--- config.mk ---
export PLATFORM = sky130hd
export DESIGN_NAME = enable_latches
export DESIGN_NICKNAME = d
export VERILOG_FILES = /design/src/rtl/enable_latches_pkg.sv /design/src/rtl/pin_sync.sv /design/src/rtl/enable_latches.sv
export VERILOG_INCLUDE_DIRS = /design/src /design/src/rtl
export SDC_FILE = /design/constraint.sdc
export NUM_CORES = 1
export LEC_CHECK = 0
export BUFFER_PORTS_ARGS = -buffer_cell sky130_fd_sc_hd__buf_4
export CAP_MARGIN = 20
export CORE_MARGIN = 8
export CORE_UTILIZATION = 40
export CTS_BUF_LIST = sky130_fd_sc_hd__clkbuf_4 sky130_fd_sc_hd__clkbuf_8 sky130_fd_sc_hd__clkbuf_16
export DETAILED_ROUTE_END_ITERATION = 16
export GPL_TIMING_DRIVEN = 0
export PLACE_DENSITY = 0.72
export RECOVER_POWER = 25
export SLEW_MARGIN = 20
export SYNTH_ARGS = -nofsm -noshare
export SYNTH_HDL_FRONTEND = slang
export SYNTH_SLANG_ARGS = --single-unit
--- constraint.sdc ---
create_clock -name i_core_clk -period 4.1 [get_ports i_core_clk]
set_clock_uncertainty 0.05 [all_clocks]
set_input_delay 0.615 -clock i_core_clk [delete_from_list [all_inputs] [get_ports i_core_clk]]
set_output_delay 0.615 -clock i_core_clk [all_outputs]
set_load 0.02 [all_outputs]
--- src/rtl/enable_latches_defs.svh ---
// field positions, reset values and timing constants for the enable latch block
// assumes inclusion by bare name from rtl files
`ifndef ENABLE_LATCHES_DEFS_SVH
`define ENABLE_LATCHES_DEFS_SVH
`define BUS_W 2
`define BUS_OUT_RESET 2'h0
`define BUS_TEST_RESET 2'h3
`define RX_PWR_RESET 1'h0
`define RX_PWR_BIT 0
`define CLK_PERIOD_PS 5000
`define EV_LINK_FAULT 0
`define EV_RX_PWR 1
`define EV_TEST 2
`define EV_W 3
`define ADDR_STATUS 4'h0
`define ADDR_MASK 4'h4
`define ADDR_STATE 4'h8
`define ADDR_FAULTS 4'hc
`endif

--- src/rtl/enable_latches_pkg.sv ---
// types shared by the enable latch block
// no surroundings assumed
package enable_latches_pkg;
  typedef enum logic [1:0] {
    LATCH_HOLD = 2'b00,
    LATCH_OPEN = 2'b01,
    LATCH_CLOSE = 2'b10
  } latch_phase_t;
endpackage : enable_latches_pkg

--- src/rtl/pin_sync.sv ---
// two flip-flop synchroniser for a group of asynchronous pins
// assumes one clock, synchronous active-low reset
`timescale 1ns/1ps
module pin_sync #(
  parameter int W = 1,
  parameter logic [W-1:0] RESET_VAL = '0
) (
  input wire logic i_core_clk,
  input wire logic i_nrst,
  input wire logic [W-1:0] i_async,
  output logic [W-1:0] o_sync
);
  logic [W-1:0] meta_reg;
  always_ff @(posedge i_core_clk) begin
    if (!i_nrst) begin
      meta_reg <= RESET_VAL;
      o_sync <= RESET_VAL;
    end else begin
      meta_reg <= i_async;
      o_sync <= meta_reg;
    end
  end
endmodule : pin_sync

--- src/rtl/enable_latches.sv ---
// static configuration latches, link fault output, small register port
// assumes pins are asynchronous to i_core_clk; register port is on i_core_clk
//
// Summary of operation
// - output-enable latch enable high passes both bus bits to the output drivers.
// - a high driver enable bit enables the driver, low powers it down.
// - output-enable latch enable falling holds the last bus values.
// - reset clears the output latch, disabling both drivers.
// - self-test latch enable high passes bus bits to the self-test enables.
// - low self-test bit runs self-test; high bit selects normal data.
// - self-test latch enable falling captures the last bus values.
// - reset while self-test latch closed disables self-test on both channels.
// - receive power latch enable high passes bus bit 0 to receive power.
// - high receive power keeps PLL and analog active, low saves power.
// - receive power latch enable falling captures the last bus bit 0.
// - reset while receive power latch closed disables the receive channel.
// - active-low link fault is the OR of frequency, amplitude, density faults.
// - a disabled receive channel is the fourth link fault condition.
// - reset is active when sampled low on a rising clock edge.
//
// Our own choices: the strobed register port and the register offsets.
`timescale 1ns/1ps
`include "enable_latches_defs.svh"
module enable_latches
  import enable_latches_pkg::*;
#(
  parameter int BUS_W = `BUS_W
) (
  input wire logic i_core_clk,
  input wire logic i_nrst,
  input wire logic i_out_en_latch_enable,
  input wire logic i_selftest_latch_enable,
  input wire logic i_rx_power_latch_enable,
  input wire logic [BUS_W-1:0] i_shared_enable_bus,
  input wire logic i_freq_out_of_range,
  input wire logic i_amplitude_low,
  input wire logic i_density_low,
  input wire logic [3:0] i_addr,
  input wire logic [31:0] i_wdata,
  input wire logic i_wr,
  input wire logic i_rd,
  output logic [31:0] o_rdata,
  output logic [BUS_W-1:0] o_serial_out_driver_en,
  output logic [BUS_W-1:0] o_selftest_en_n,
  output logic o_rx_power_en,
  output logic o_link_fault_n,
  output logic o_irq
);
  // synchronised pins; the second stage is the only one read
  logic [BUS_W-1:0] bus_s;
  logic oe_le_s;
  logic st_le_s;
  logic rx_le_s;
  logic [2:0] fault_s;
  logic [2:0] le_s;

  pin_sync #(.W(BUS_W), .RESET_VAL('0)) u_bus_sync (
    .i_core_clk(i_core_clk),
    .i_nrst(i_nrst),
    .i_async(i_shared_enable_bus),
    .o_sync(bus_s)
  );

  pin_sync #(.W(3), .RESET_VAL(3'h0)) u_le_sync (
    .i_core_clk(i_core_clk),
    .i_nrst(i_nrst),
    .i_async({i_rx_power_latch_enable, i_selftest_latch_enable, i_out_en_latch_enable}),
    .o_sync(le_s)
  );

  pin_sync #(.W(3), .RESET_VAL(3'h0)) u_fault_sync (
    .i_core_clk(i_core_clk),
    .i_nrst(i_nrst),
    .i_async({i_density_low, i_amplitude_low, i_freq_out_of_range}),
    .o_sync(fault_s)
  );

  assign oe_le_s = le_s[0];
  assign st_le_s = le_s[1];
  assign rx_le_s = le_s[2];

  // latch contents
  logic [BUS_W-1:0] out_en_reg;
  logic [BUS_W-1:0] out_en_next;
  logic [BUS_W-1:0] test_en_reg;
  logic [BUS_W-1:0] test_en_next;
  logic rx_pwr_reg;
  logic rx_pwr_next;
  logic oe_le_d_reg;
  logic st_le_d_reg;
  logic rx_le_d_reg;
  latch_phase_t oe_phase;

  // transparent while the enable is high, hold otherwise
  assign out_en_next = oe_le_s ? bus_s : out_en_reg;
  assign test_en_next = st_le_s ? bus_s : test_en_reg;
  assign rx_pwr_next = rx_le_s ? bus_s[`RX_PWR_BIT] : rx_pwr_reg;

  // phase of the output latch, visible in the state register
  always_comb begin
    case ({oe_le_d_reg, oe_le_s})
      2'b01: oe_phase = LATCH_OPEN;
      2'b10: oe_phase = LATCH_CLOSE;
      2'b11: oe_phase = LATCH_OPEN;
      default: oe_phase = LATCH_HOLD;
    endcase
  end

  // reset sampled on the clock; output and receive power latches are cleared, the self-test latch is set to all ones
  always_ff @(posedge i_core_clk) begin
    if (!i_nrst) begin
      out_en_reg <= `BUS_OUT_RESET;
      test_en_reg <= `BUS_TEST_RESET;
      rx_pwr_reg <= `RX_PWR_RESET;
      oe_le_d_reg <= 1'b0;
      st_le_d_reg <= 1'b0;
      rx_le_d_reg <= 1'b0;
    end else begin
      out_en_reg <= out_en_next;
      test_en_reg <= test_en_next;
      rx_pwr_reg <= rx_pwr_next;
      oe_le_d_reg <= oe_le_s;
      st_le_d_reg <= st_le_s;
      rx_le_d_reg <= rx_le_s;
    end
  end

  // drive outputs directly from the latch flops
  assign o_serial_out_driver_en = out_en_reg;
  assign o_selftest_en_n = test_en_reg;
  assign o_rx_power_en = rx_pwr_reg;

  // link fault, registered and active low
  logic fault_any;
  logic link_fault_n_reg;
  assign fault_any = (|fault_s) | ~rx_pwr_reg;
  always_ff @(posedge i_core_clk) begin
    if (!i_nrst) begin
      link_fault_n_reg <= 1'b0;
    end else begin
      link_fault_n_reg <= ~fault_any;
    end
  end
  assign o_link_fault_n = link_fault_n_reg;

  // events: link fault rising, receive power change, self-test latch closing
  logic fault_d_reg;
  logic rx_pwr_d_reg;
  logic [`EV_W-1:0] ev;
  always_ff @(posedge i_core_clk) begin
    if (!i_nrst) begin
      fault_d_reg <= 1'b1;                                        // receiver is off, fault present
      rx_pwr_d_reg <= `RX_PWR_RESET;
    end else begin
      fault_d_reg <= fault_any;
      rx_pwr_d_reg <= rx_pwr_reg;
    end
  end
  assign ev[`EV_LINK_FAULT] = fault_any & ~fault_d_reg;
  assign ev[`EV_RX_PWR] = rx_pwr_reg ^ rx_pwr_d_reg;
  assign ev[`EV_TEST] = st_le_d_reg & ~st_le_s;

  // register port
  logic [`EV_W-1:0] status_reg;
  logic [`EV_W-1:0] status_next;
  logic [`EV_W-1:0] mask_reg;
  logic [`EV_W-1:0] mask_next;
  logic [31:0] rdata_reg;
  logic [31:0] rdata_next;
  logic irq_reg;
  wire wr_status = i_wr && (i_addr == `ADDR_STATUS);
  wire wr_mask = i_wr && (i_addr == `ADDR_MASK);
  wire [`EV_W-1:0] clr = wr_status ? i_wdata[`EV_W-1:0] : '0;

  // set wins over write-one-to-clear in the same cycle
  assign status_next = (status_reg & ~clr) | ev;
  assign mask_next = wr_mask ? i_wdata[`EV_W-1:0] : mask_reg;

  wire [31:0] state_word = {22'h0, oe_phase, rx_le_s, st_le_s, oe_le_s,
                            rx_pwr_reg, test_en_reg, out_en_reg};
  wire [31:0] fault_word = {27'h0, ~link_fault_n_reg, ~rx_pwr_reg, fault_s};

  always_comb begin
    rdata_next = 32'h0;
    if (i_rd) begin
      case (i_addr)
        `ADDR_STATUS: rdata_next = {29'h0, status_reg};
        `ADDR_MASK: rdata_next = {29'h0, mask_reg};
        `ADDR_STATE: rdata_next = state_word;
        `ADDR_FAULTS: rdata_next = fault_word;
        default: rdata_next = 32'h0;
      endcase
    end
  end

  always_ff @(posedge i_core_clk) begin
    if (!i_nrst) begin
      status_reg <= '0;
      mask_reg <= '0;
      rdata_reg <= 32'h0;
      irq_reg <= 1'b0;
    end else begin
      status_reg <= status_next;
      mask_reg <= mask_next;
      rdata_reg <= rdata_next;
      irq_reg <= |(status_next & mask_next);
    end
  end
  assign o_rdata = rdata_reg;
  assign o_irq = irq_reg;
endmodule : enable_latches

==> summary.md <==
| Metric | Value |
|---|---|
| GR Overflow Total | 0 |
| Number of max-cap violations | 0 |
| CTS tree | done |
| Clock Tree Buf Depth | 2 |
| Top cell type's share of synthesized area | 0.521 |
| Antenna diode count | 0 |
| Area occupied by multi-input gates | 658 um2 |
| Sequential area share after synthesis | 0.521 |
| Period utilisation layout | 0.435 |
| Row cnt | 23 |
| Core footprint | 4000 um2 |
| Sw Pwr | 181 uW |
| Seq cells post-synth | 43 |
| Setup TNS | 0 ns |
| Die ar. | 6440 um2 |
| Initial antenna violation count | 0 |
| Post-detailed-route wirelength per cell | 11.8 um |
| Final Max Slew Viols | 0 |
| Maximum vdd ir drop | 0.000222 V |
| I/O pin total | 87 |
| Initial Util | 0.413 |
| Synth cell types | 33 |
| Synth warnings | 0 |
| Total Wirelength | 3.24 mm |
| Skew-Pair Late Insertion Delay | 0.30 ns |
| Worst Setup End Kind | flop |
| Leak | 0.000991 uW |
| Critical Path AT | 1.91 ns |
| Setup violators final | 0 |
| Growth of design area from synthesis to finish | 29.2% |
| RSZ-0062 raised after global routing | false |
| # hold bufs at CTS | 0 |
| Tot Pwr | 782 uW |
| Hold Slack | 0.375 ns |
| Pwr/cell area | 366 nW/um2 |
| CP Launch Type | primary input |
| Final Hold Viols | 0 |
| Area leader, netlist | dfxtp_1 |
| Reg area | 861 um2 |
| First-pass GRT wire length | 5.28 mm |
| DRT Pass-1 Iters | 4 |
| # clock sinks | 43 |
| H-tree lvl count | 2 |
| Placed wire-length estimate | 2.52 mm |
| Setup bufs post-CTS | 0 |
| Largest register FFs | 10 |
| I/O Buffers | 34 |
| Fill cells | 372 |
| Global Route Usage Sum | 0.108 |
| CP Max Fanout | 10 |
| # DRC | 0 |
| DR iter-0 viols | 44 |
| Max Fclk | 560 MHz |
| Via-to-Cell Ratio | 4.32 |
| Antenna Nets Post-Route | 0 |
| Sequential power share | 0.556 |
| Root buf cell | clkbuf_8 |
| Worst setup path category | in -> reg |
| Sw Share | 0.231 |
| Die Height | 80.3 um |
| CTS Buf Count | 5 |
| Setup ws final | 2.31 ns |
| Crit path time final | 1.79 ns |
| Placer Congestion | 0.783 |
| Post-Syn Instances | 162 |
| Worst-path clk slew | 0.08 ns |
| Post-cts sizing count | 0 |
| Largest net degree at the start of global routing | 13 |
| Synthesized cell area | 1650 um2 |
| Via count | 1189 |
| Mean post-synth cell area | 10.2 um2 |
| Status | completed |
| Share of cells above drive strength 1 | 0.316 |
| Die Span X | 80.3 um |
| Comb power frac | 0.106 |
| NumNets Final | 272 |
| Vias in the first global route | 1160 |
| Pre-CTS setup slack | 2.02 ns |
| Int Power | 601 uW |
| Top area cells in the synthesized netlist | dfxtp_1 52%, buf_4 11%, and2_1 8.3% |
| Min-delay worst type | reg -> reg |
| Clk pwr share | 0.338 |
| Req. time, crit path | 4.23 ns |
## through the flow
step	instance area, um2	cells	util
global route	2130	275	0.533
CTS	2140	275	0.534
detailed placement	2050	267	0.512
global placement	2050	267	0.512
floorplan	1730	183	-
finish	2130	275	0.533
## layout make-up
type | instances | area share
buffer | 27 | 0.0903
clock buffer | 7 | 0.0393
clock inverter | 1 | 0.00235
inverter | 5 | 0.00880
multi-input combinational | 108 | 0.309
sequential | 43 | 0.404
tap | 50 | 0.0293
timing repair buffer | 34 | 0.118
## cell usage in the layout, fill, tap and decap left out, types with 2 or more instances in the layout
cell type	netlist	final
clkbuf_4	0	2
a21oi_1	6	6
o22ai_1	2	2
nand3_1	5	5
nand3b_1	2	2
nor2_1	13	13
mux2i_1	5	5
inv_1	4	4
and2_1	22	19
and2_0	0	3
buf_4	24	57
a31oi_1	3	3
mux4_2	3	3
conb_1	1	22
clkbuf_8	0	5
nand2_1	6	6
nor2b_1	4	4
clkbuf_1	2	3
dfxtp_1	43	43
## cells in the mapped netlist, drive strengths merged
cell type and instances:
nand2 6, a21oi 6, or4b 1, and3 1
o211ai 1, clkinv 1, inv 4, nor2b 4
xor2 1, and4b 1, and2 23, nor3 1
dfxtp 43, nand2b 1, nand3b 2, clkbuf 2
mux2i 5, o21a 1, conb 1, o22a 1
mux4 3, buf 25, nand3 5, nor4b 2
a31oi 3, nor2 13, o22ai 2, a211oi 1
a21boi 1, nand4 1
## power by group through the flow
stage / Combinational (uW) / Clock (uW) / Sequential, uW
2_1_floorplan: 57.3 / 0 / 445
3_3_place_gp: 82.4 / 0 / 444
3_5_place_dp: 82.7 / 0 / 444
4_1_cts: 82.8 / 275 / 434
5_1_grt: 90.1 / 297 / 436
6_report: 83.0 / 264 / 434
## worst paths after layout
path / from / to / slack [ns] / cells past startpoint
hold reg to reg: u_bus_sync.meta_reg[0] / u_bus_sync.o_sync[0] / 0.38 / 1
setup reg to reg: o_rx_power_en / o_irq / 2.37 / 4
hold / removal: u_bus_sync.meta_reg[0] / u_bus_sync.o_sync[0] / 0.38 / 1
setup / recovery: i_addr[3] / o_irq / 2.31 / 6
## cell families (layout without fill, tap and decap cells)
group / after synthesis / count (layout) / share of synthesized area
DFF: 43 / 43 / 0.521
muxes: 8 / 8 / 0.0712
buffers and inverters: 32 / 74 / 0.128
and+or+nand+nor: 61 / 61 / 0.211
AOI/OAI and AO/OA: 16 / 16 / 0.0606
other: 1 / 22 / 0.00227
xor gates and xnor gates: 1 / 1 / 0.00530
## metal layers
metal / vias up / global-route usage / part of all wire
met1: 529 / 0.117 / 0.43
met2: 34 / 0.172 / 0.47
met3: 8 / 0.0525 / 0.073
met4: 0 / 0.0545 / 0.018
li1: 618 / - / -
met5: - / 0 / 0
## critical path, stage by stage
cell,delay [ns]
buf_4,0.14
nor4b_2,0.42
buf_2,0.28
a31oi_1,0.12
o22ai_1,0.22
a31oi_1,0.11
Note: power is estimated with default switching activity, not from simulation.
